<file path="src/inc/gpd_pkg.sv">
`default_nettype none

// Shared constants and types for the dual general-purpose port.
package gpd_pkg;

  // Register byte offsets on the APB bus.
  localparam logic [7:0] GPD_OFF_P1_LATCH = 8'h00;
  localparam logic [7:0] GPD_OFF_P1_DIR = 8'h04;
  localparam logic [7:0] GPD_OFF_P1_PULL = 8'h08;
  localparam logic [7:0] GPD_OFF_P2_LATCH = 8'h0c;
  localparam logic [7:0] GPD_OFF_P2_DIR = 8'h10;
  localparam logic [7:0] GPD_OFF_P2_PULL = 8'h14;
  localparam logic [7:0] GPD_OFF_CTRL = 8'h18;

  // Field positions inside the control register.
  localparam int GPD_CTRL_FLOAT_POS = 0;
  localparam int GPD_CTRL_CMPDIS_POS = 1;
  localparam int GPD_CTRL_EXTIRQ_POS = 2;
  localparam int GPD_CTRL_SEL10_POS = 3;
  localparam int GPD_CTRL_SEL14_POS = 4;
  localparam int GPD_CTRL_WIDTH = 5;

  // Reset values of the registers.
  localparam logic [7:0] GPD_RST_LATCH = 8'h00;
  localparam logic [7:0] GPD_RST_DIR = 8'h00;
  localparam logic [7:0] GPD_RST_PULL = 8'h00;
  localparam logic [4:0] GPD_RST_CTRL = 5'h00;

  // Pins that own a pull-up resistor and pins that are open drain.
  localparam logic [7:0] GPD_P1_PULL_MASK = 8'h9b;
  localparam logic [7:0] GPD_P2_PULL_MASK = 8'h03;
  localparam logic [7:0] GPD_P1_OD_MASK = 8'h00;
  localparam logic [7:0] GPD_P2_OD_MASK = 8'h0c;

  // Bit positions of the two wake-capable pins and the comparator pins.
  localparam int GPD_P1_WAKE_A = 0;
  localparam int GPD_P1_WAKE_B = 4;
  localparam int GPD_P2_CMP_N = 0;
  localparam int GPD_P2_CMP_P = 1;

  // Decoded view of the control register.
  typedef struct packed {
    logic sel14;
    logic sel10;
    logic extIrqEn;
    logic cmpDisable;
    logic floatSel;
  } gpd_ctrl_t;

endpackage : gpd_pkg

`default_nettype wire

</file>
<file path="src/gpd_dual_port.sv">
// Implementation choices: the address map and the APB register port.
`default_nettype none

module gpd_dual_port
  import gpd_pkg::*;
#(
  parameter int P1W = 8,
  parameter int P2W = 4
) (
  input wire logic clk,
  input wire logic rst_n,
  // APB slave port.
  input wire logic psel,
  input wire logic penable,
  input wire logic pwrite,
  input wire logic [7:0] paddr,
  input wire logic [31:0] pwdata,
  output logic [31:0] prdata,
  output logic pready,
  output logic pslverr,
  // Read-modify-write flag, held with the read request.
  input wire logic rmwAccess,
  // Stop or watch mode is active while high.
  input wire logic standbyMode,
  // Port 1 pins and peripheral sharing.
  input wire logic [P1W-1:0] pinIn1,
  output logic [P1W-1:0] pinOut1,
  output logic [P1W-1:0] pinOe1,
  output logic [P1W-1:0] pullEn1,
  input wire logic [P1W-1:0] perOe1,
  input wire logic [P1W-1:0] perOut1,
  output logic [P1W-1:0] perIn1,
  // Port 2 pins and peripheral sharing.
  input wire logic [P2W-1:0] pinIn2,
  output logic [P2W-1:0] pinOut2,
  output logic [P2W-1:0] pinOe2,
  output logic [P2W-1:0] pullEn2,
  input wire logic [P2W-1:0] perOe2,
  input wire logic [P2W-1:0] perOut2,
  output logic [P2W-1:0] perIn2,
  // Comparator analog input enables for the two shared port 2 pins.
  output logic [1:0] cmpInEn
);

  // The fixed wake and comparator pin positions need these widths.
  if (P1W < 5 || P1W > 8 || P2W < 2 || P2W > 8) begin : g_chk
    $error("gpd_dual_port: unsupported port width");
  end

  // Software-visible registers.
  logic [P1W-1:0] p1Latch; // Port 1 output latch.
  logic [P1W-1:0] p1Dir; // Port 1 direction, one is output.
  logic [P1W-1:0] p1Pull; // Port 1 pull-up enables.
  logic [P2W-1:0] p2Latch; // Port 2 output latch.
  logic [P2W-1:0] p2Dir; // Port 2 direction, one is output.
  logic [P2W-1:0] p2Pull; // Port 2 pull-up enables.
  gpd_ctrl_t ctrl; // Standby, comparator and wake controls.

  // Standby tracking.
  logic standbyPrev; // Standby level one cycle ago.
  logic floatActive; // Pins are floated for the current standby.

  // Masks cut to the port widths.
  wire logic [P1W-1:0] p1PullMask = GPD_P1_PULL_MASK[P1W-1:0];
  wire logic [P2W-1:0] p2PullMask = GPD_P2_PULL_MASK[P2W-1:0];
  wire logic [P1W-1:0] p1OdMask = GPD_P1_OD_MASK[P1W-1:0];
  wire logic [P2W-1:0] p2OdMask = GPD_P2_OD_MASK[P2W-1:0];

  // Bus phase decode.
  wire logic setupPhase = psel & ~penable;
  wire logic accessPhase = psel & penable;
  wire logic hitP1Latch = (paddr == GPD_OFF_P1_LATCH);
  wire logic hitP1Dir = (paddr == GPD_OFF_P1_DIR);
  wire logic hitP1Pull = (paddr == GPD_OFF_P1_PULL);
  wire logic hitP2Latch = (paddr == GPD_OFF_P2_LATCH);
  wire logic hitP2Dir = (paddr == GPD_OFF_P2_DIR);
  wire logic hitP2Pull = (paddr == GPD_OFF_P2_PULL);
  wire logic hitCtrl = (paddr == GPD_OFF_CTRL);
  wire logic hitAny = hitP1Latch | hitP1Dir | hitP1Pull | hitP2Latch |
                      hitP2Dir | hitP2Pull | hitCtrl;
  wire logic wrEn = accessPhase & pwrite & hitAny;

  // The slave never inserts wait states; read data is captured in setup.
  assign pready = 1'b1;
  // Unmapped offsets answer with an error in the access phase.
  assign pslverr = accessPhase & ~hitAny;

  // Input gating in floated standby: wake pins stay open when armed and selected.
  wire logic wakeArm = ctrl.extIrqEn;
  // Each bit is widened before the shift so the upper wake pin survives.
  wire logic [P1W-1:0] p1Keep =
    (P1W'(wakeArm & ctrl.sel10) << GPD_P1_WAKE_A) |
    (P1W'(wakeArm & ctrl.sel14) << GPD_P1_WAKE_B);
  wire logic [P1W-1:0] p1InOpen = {P1W{~floatActive}} | p1Keep;
  wire logic [P2W-1:0] p2InOpen = {P2W{~floatActive}};
  // A blocked input reads as low, which avoids leakage from an open pin.
  wire logic [P1W-1:0] p1Level = pinIn1 & p1InOpen;
  wire logic [P2W-1:0] p2Level = pinIn2 & p2InOpen;

  // Pin drive: the peripheral wins over the latch when it enables output.
  wire logic [P1W-1:0] p1Val = (perOe1 & perOut1) |
                               (~perOe1 & p1Latch);
  wire logic [P2W-1:0] p2Val = (perOe2 & perOut2) |
                               (~perOe2 & p2Latch);
  wire logic [P1W-1:0] p1Want = (p1Dir | perOe1);
  wire logic [P2W-1:0] p2Want = (p2Dir | perOe2);
  // Open-drain pins only sink; a one releases the pin.
  wire logic [P1W-1:0] next_pinOe1 = p1Want & ~(p1OdMask & p1Val) &
                                     {P1W{~floatActive}};
  wire logic [P2W-1:0] next_pinOe2 = p2Want & ~(p2OdMask & p2Val) &
                                     {P2W{~floatActive}};
  // Pull-ups drop whenever the pin is being driven low.
  wire logic [P1W-1:0] next_pullEn1 = p1Pull & p1PullMask &
                                      ~(next_pinOe1 & ~p1Val);
  wire logic [P2W-1:0] next_pullEn2 = p2Pull & p2PullMask &
                                      ~(next_pinOe2 & ~p2Val);

  // Read selection: READ_MODIFY_WRITE_ACCESS or a port-owned output returns the latch.
  wire logic [P1W-1:0] p1LatchSel = {P1W{rmwAccess}} |
                                    (p1Dir & ~perOe1);
  wire logic [P2W-1:0] p2LatchSel = {P2W{rmwAccess}} |
                                    (p2Dir & ~perOe2);
  // Other bits read the gated pin level, peripheral driven or not.
  wire logic [P1W-1:0] p1ReadVal = (p1LatchSel & p1Latch) |
                                   (~p1LatchSel & p1Level);
  wire logic [P2W-1:0] p2ReadVal = (p2LatchSel & p2Latch) |
                                   (~p2LatchSel & p2Level);

  // Read data mux; unused upper bits read as zero.
  logic [31:0] next_prdata;
  always_comb begin
    next_prdata = 32'h0000_0000;
    if (hitP1Latch) begin
      next_prdata[P1W-1:0] = p1ReadVal;
    end else if (hitP1Dir) begin
      next_prdata[P1W-1:0] = p1Dir;
    end else if (hitP1Pull) begin
      next_prdata[P1W-1:0] = p1Pull & p1PullMask;
    end else if (hitP2Latch) begin
      next_prdata[P2W-1:0] = p2ReadVal;
    end else if (hitP2Dir) begin
      next_prdata[P2W-1:0] = p2Dir;
    end else if (hitP2Pull) begin
      next_prdata[P2W-1:0] = p2Pull & p2PullMask;
    end else if (hitCtrl) begin
      next_prdata[GPD_CTRL_WIDTH-1:0] = ctrl;
    end
  end

  // Read data is captured at the setup edge and held through access.
  always_ff @(posedge clk or negedge rst_n) begin
    if (!rst_n) begin
      prdata <= 32'h0000_0000;
    end else if (setupPhase && !pwrite) begin
      prdata <= next_prdata;
    end
  end

  // Port 1 registers. A latch write lands even on input pins.
  always_ff @(posedge clk or negedge rst_n) begin
    if (!rst_n) begin
      p1Latch <= GPD_RST_LATCH[P1W-1:0];
      p1Dir <= GPD_RST_DIR[P1W-1:0];
      p1Pull <= GPD_RST_PULL[P1W-1:0];
    end else if (wrEn) begin
      if (hitP1Latch) begin
        p1Latch <= pwdata[P1W-1:0];
      end
      if (hitP1Dir) begin
        p1Dir <= pwdata[P1W-1:0];
      end
      if (hitP1Pull) begin
        p1Pull <= pwdata[P1W-1:0];
      end
    end
  end

  // Port 2 registers, same behaviour as port 1.
  always_ff @(posedge clk or negedge rst_n) begin
    if (!rst_n) begin
      p2Latch <= GPD_RST_LATCH[P2W-1:0];
      p2Dir <= GPD_RST_DIR[P2W-1:0];
      p2Pull <= GPD_RST_PULL[P2W-1:0];
    end else if (wrEn) begin
      if (hitP2Latch) begin
        p2Latch <= pwdata[P2W-1:0];
      end
      if (hitP2Dir) begin
        p2Dir <= pwdata[P2W-1:0];
      end
      if (hitP2Pull) begin
        p2Pull <= pwdata[P2W-1:0];
      end
    end
  end

  // Control register.
  always_ff @(posedge clk or negedge rst_n) begin
    if (!rst_n) begin
      ctrl <= gpd_ctrl_t'(GPD_RST_CTRL);
    end else if (wrEn && hitCtrl) begin
      ctrl <= gpd_ctrl_t'(pwdata[GPD_CTRL_WIDTH-1:0]);
    end
  end

  // The float choice is taken at standby entry and kept until exit, so a
  // later write to the float bit cannot release pins in mid-standby.
  always_ff @(posedge clk or negedge rst_n) begin
    if (!rst_n) begin
      standbyPrev <= 1'b0;
      floatActive <= 1'b0;
    end else begin
      standbyPrev <= standbyMode;
      if (!standbyMode) begin
        floatActive <= 1'b0;
      end else if (!standbyPrev) begin
        floatActive <= ctrl.floatSel;
      end
    end
  end

  // Pin-side outputs are registered, one cycle behind their causes.
  always_ff @(posedge clk or negedge rst_n) begin
    if (!rst_n) begin
      pinOut1 <= '0;
      pinOe1 <= '0;
      pullEn1 <= '0;
      perIn1 <= '0;
      pinOut2 <= '0;
      pinOe2 <= '0;
      pullEn2 <= '0;
      perIn2 <= '0;
    end else begin
      pinOut1 <= p1Val;
      pinOe1 <= next_pinOe1;
      pullEn1 <= next_pullEn1;
      perIn1 <= p1Level;
      pinOut2 <= p2Val;
      pinOe2 <= next_pinOe2;
      pullEn2 <= next_pullEn2;
      perIn2 <= p2Level;
    end
  end

  // Comparator inputs ignore port data and direction entirely.
  assign cmpInEn = {2{~ctrl.cmpDisable}};
endmodule : gpd_dual_port

`default_nettype wire

</file>
<file path="config.mk">
export PLATFORM = sky130hd
export DESIGN_NAME = gpd_dual_port
export DESIGN_NICKNAME = d
export VERILOG_FILES = /design/src/inc/gpd_pkg.sv /design/src/gpd_dual_port.sv
export SDC_FILE = /design/constraint.sdc
export NUM_CORES = 1
export LEC_CHECK = 0
export BUFFER_PORTS_ARGS = -buffer_cell sky130_fd_sc_hd__buf_2
export CAP_MARGIN = 20
export CORE_ASPECT_RATIO = 0.8
export CORE_MARGIN = 8
export CORE_UTILIZATION = 45
export CTS_BUF_LIST = sky130_fd_sc_hd__clkbuf_8
export CTS_CLUSTER_SIZE = 25
export DETAILED_ROUTE_END_ITERATION = 8
export HOLD_SLACK_MARGIN = 0.08
export PLACE_DENSITY = 0.83
export SYNTH_ARGS = -nofsm -noshare
export SYNTH_HDL_FRONTEND = slang
export SYNTH_SLANG_ARGS = --single-unit
</file>
<file path="constraint.sdc">
create_clock -name clk -period 1.5 [get_ports clk]
set_clock_uncertainty 0.2 [all_clocks]
set_input_delay 0.3 -clock clk [delete_from_list [all_inputs] [get_ports clk]]
set_output_delay 0.3 -clock clk [all_outputs]
set_load 0.03 [all_outputs]
</file>
==> Implementation_results.wiki <==
{| class="wikitable"
! Metric !! Value
|-
| Post-synth EDFFs || 0
|-
| Syn-to-layout area delta || 50.5%
|-
| Avg Cell Area, Syn || 11.7 um2
|-
| Design Area, Final || 6200 um2
|-
| Routed Antenna Nets || 0
|-
| Worst-skew pair later-pin latency || 370 ps
|-
| Category of the worst setup path capture point || primary output
|-
| Power density cells || 845 nW/um2
|-
| Depth of the worst register-to-register path || 5
|-
| Number of global-route vias before repair || 3,790
|-
| Maximum clock rate || 0.582 GHz
|-
| Die Width || 123 um
|-
| Worst IR Drop VDD || 824 uV
|-
| Minimum hold slack || -26.4 ps
|-
| Period Utilization, post-route || 1.15
|-
| Yosys warnings || 0
|-
| Number of pins exceeding their max-slew limit in the final report || 0
|-
| Worst path max stage delay || 380 ps
|-
| Overall Global Routing Usage || 0.203
|-
| Clock root buffer || sky130_fd_sc_hd__clkbuf_8
|-
| Hold path start || pinIn1[6]
|-
| Largest net degree at the start of global routing || 42
|-
| Synthesized instance count || 351
|-
| Post-Synthesis Cell Area || 4120 um2
|-
| Worst r2r dst || prdata[1]
|-
| Met1 wire length || 5100 um
|-
| Sinks on Clock Net || 89
|-
| Final net count || 656
|-
| Drt first pass iters || 4
|-
| Worst Setup Path Type || in2out
|-
| Remaining global-route overflow || 0
|-
| Clock buffers created by TritonCTS || 9
|-
| Arrival @ worst endpoint || 1220 ps
|-
| Fraction of layout instances using a drive strength above 1 || 0.519
|-
| Setup-failing EPs final || 48
|-
| Total detailed-routing wirelength || 12,800 um
|-
| Number of ports placed on the die boundary || 167
|-
| Setup slack, reg-to-reg || -120 ps
|-
| Flip-flop and latch count after synthesis || 89
|-
| Hold Vio Cnt, Final || 3
|-
| Filler Cell Count || 643
|-
| Detailed route wirelength on metal2 || 6440 um
|-
| Leak Pwr || 3.22 nW
|-
| Initial DRC Count || 252
|-
| Min Tclk post-route || 1720 ps
|-
| CTS tree || built
|-
| Fraction of registers with async set or reset after synthesis || 1.00
|-
| Share of the synthesized area in the top cell type || 0.540
|-
| Number of cells in the finished layout apart from fillers || 693
|-
| CP Launch Type || input port
|-
| Setup slack of the critical path after layout || -218 ps
|-
| Detailed route wirelength on metal3 || 998 um
|-
| Ant. Diodes || 0
|-
| Cell type with the highest aggregate area in the netlist || sky130_fd_sc_hd__dfrtp_1
|-
| Type of the most critical hold path || in2reg
|-
| Sequential-to-total area share from yosys stat || 0.540
|-
| Violations in the final reports || hold timing, setup timing
|-
| Run status || finished, violations left
|-
| Crit path required time || 1000 ps
|-
| Top cells by area, synth || sky130_fd_sc_hd__dfrtp_1 (54%), sky130_fd_sc_hd__mux2_2 (16%), sky130_fd_sc_hd__buf_4 (5.6%)
|-
| Number of vias after detailed routing || 3,472
|-
| Unique cell type count in the Yosys netlist || 45
|-
| Top FF cell, synth || sky130_fd_sc_hd__dfrtp_1
|-
| Buffers on Ports || 112
|-
| Highest Signal Layer || met4
|-
| Cell count after placement || 622
|-
| Initial core utilization || 0.460
|-
| Maximum number of buffers from clock root to sink || 2
|-
| Routed length per placed instance || 18.4 um
|-
| Top delay family on crit path || simple AND/OR/NAND/NOR gates
|-
| Max_cap viols || 0
|-
| Area after DPL || 5210 um2
|-
| Weighted congestion at the end of routability-driven global placement || 0.878
|-
| Buf/Inv on CP || 3
|-
| Number of antenna violations at the first check in global routing || 0
|-
| DIE HEIGHT || 102 um
|-
| Source of the worst register-to-register timing path || floatActive
|-
| Hold path depth || 2
|-
| Unrepaired setup endpoints after global routing || yes
|-
| Clock H-tree levels || 3
|-
| Die footprint || 12,500 um2
|-
| Wire length of the first global-routing pass || 19,400 um
|-
| Standard cell with the maximum stage delay on the critical path || sky130_fd_sc_hd__or3_4
|-
| Clock transition time at the flip-flop clock pins of the worst setup and hold paths || 90 ps
|-
| TNS Setup || -5020 ps
|-
| Critical-path cell list || buf_8 > or3_4 > nor3_2 > buf_4 > a21oi_4 > buf_6
|-
| Hold path endpoint || perIn1[6]
|-
| DP HPWL || 8680 um
|-
| Number of core rows || 31
|-
| Via-per-instance ratio || 5.01
|-
| Residual DRC count || 0
|-
| Largest driver fanout on the critical path || 2
|-
| Core region area || 8960 um2
|}
-- stage by stage --
stage / power, mW / util / worst slack, ps / hold slack [ps]
after global placement: 3.36 / 0.581 / -470 / -29.5
final: 5.24 / 0.693 / -218 / -26.4
after detailed placement: 3.38 / 0.581 / -505 / -21.1
after CTS: 5.26 / 0.680 / -218 / -39.4
after global routing: 5.45 / 0.693 / -253 / -36.6
after floorplan: 3.08 / - / -252 / -196
-- routing by layer --
metal	track usage	up-vias
met2	0.344	140
met3	0.0585	24
met1	0.244	1703
met4	0.0665	0
li1	-	1605
met5	0	-
-- how the worst max path moves through the flow --
stage | slack [ps] | from | end | cells past startpoint
after floorplan | -250 | paddr[5] | p1Dir[0] | 5
after global placement | -470 | paddr[5] | ctrl[0] | 5
after detailed placement | -510 | paddr[5] | ctrl[1] | 5
after CTS | -220 | paddr[5] | pslverr | 6
after global routing | -250 | paddr[5] | pslverr | 6
final | -220 | paddr[5] | pslverr | 6
-- synth_stat cells, drive strengths merged (2+ instances only) --
| cell type | instances |
|---|---|
| o22ai | 3 |
| nand3 | 4 |
| nand2 | 13 |
| nor2 | 32 |
| nor2b | 16 |
| conb | 2 |
| mux2i | 7 |
| o21ai | 6 |
| nand4b | 2 |
| nor3 | 8 |
| a221oi | 4 |
| o31a | 7 |
| mux2 | 57 |
| dfrtp | 89 |
| a211oi | 2 |
| and3 | 2 |
| a21boi | 2 |
| inv | 15 |
| a21oi | 16 |
| buf | 34 |
| nand2b | 4 |
| clkbuf | 9 |
| a31oi | 2 |
-- logic make-up after synthesis --
| group | count (synthesis) | synth area share |
|---|---|---|
| other cells | 2 | 0.00182 |
| compound gates | 50 | 0.0823 |
| buf+inv | 58 | 0.0832 |
| flops | 89 | 0.540 |
| mux | 64 | 0.173 |
| simple gates | 88 | 0.120 |
-- power breakdown --
part / total (mW) / internal [mW] / switching (mW)
clock network: 1.76 / 0.923 / 0.838
registers: 2.52 / 2.48 / 0.0371
logic: 0.964 / 0.385 / 0.579
total: 5.24 / 3.79 / 1.45
-- repair_timing --
action,in CTS,in global routing
setup endpoints to repair,33,54
gates cloned,1,0
pin swaps,17,15
gates resized for setup,59,20
hold endpoints to repair,157,10
setup buffers,16,6
hold buffers,33,2
-- cell type report --
| type | count | area [um2] | share of cell area |
|---|---|---|---|
| repair buffers | 226 | 1670 | 0.269 |
| well taps | 115 | 144 | 0.0232 |
| clock buffers | 9 | 124 | 0.0200 |
| clock inverters | 7 | 87.6 | 0.0141 |
| multi-input cells | 232 | 1900 | 0.306 |
| inverters | 15 | 56.3 | 0.00907 |
| flip-flops and latches | 89 | 2230 | 0.359 |
-- placed cells by master (no fill, tap or decap), types with 3 or more instances in the layout --
cell type / n
sky130_fd_sc_hd__clkbuf_8: 9
sky130_fd_sc_hd__dfrtp_1: 88
sky130_fd_sc_hd__nor3_1: 6
sky130_fd_sc_hd__o31a_1: 7
sky130_fd_sc_hd__a21oi_1: 14
sky130_fd_sc_hd__inv_1: 16
sky130_fd_sc_hd__nor2b_1: 12
sky130_fd_sc_hd__nor2b_4: 3
sky130_fd_sc_hd__dlygate4sd3_1: 32
sky130_fd_sc_hd__mux2_2: 41
sky130_fd_sc_hd__buf_6: 18
sky130_fd_sc_hd__buf_4: 63
sky130_fd_sc_hd__mux2_4: 16
sky130_fd_sc_hd__conb_1: 30
sky130_fd_sc_hd__nand2_4: 4
sky130_fd_sc_hd__o21ai_0: 4
sky130_fd_sc_hd__buf_2: 104
sky130_fd_sc_hd__mux2i_1: 6
sky130_fd_sc_hd__nand2b_1: 3
sky130_fd_sc_hd__buf_12: 5
sky130_fd_sc_hd__nand2_1: 9
sky130_fd_sc_hd__nor2_1: 29
-- sequential cells by signal (all words and copies together) (netlist names), 4 cells and up --
signal and cells:
pullEn1 5, pinOut2 4, ctrl 4, p1Dir 8, perIn1 8, p1Latch 8
p2Latch 4, p1Pull 5, pinOe1 8, prdata 8, perIn2 4, pinOut1 8
pinOe2 4, p2Dir 4
No activity file was read; power rests on OpenSTA's default activity.
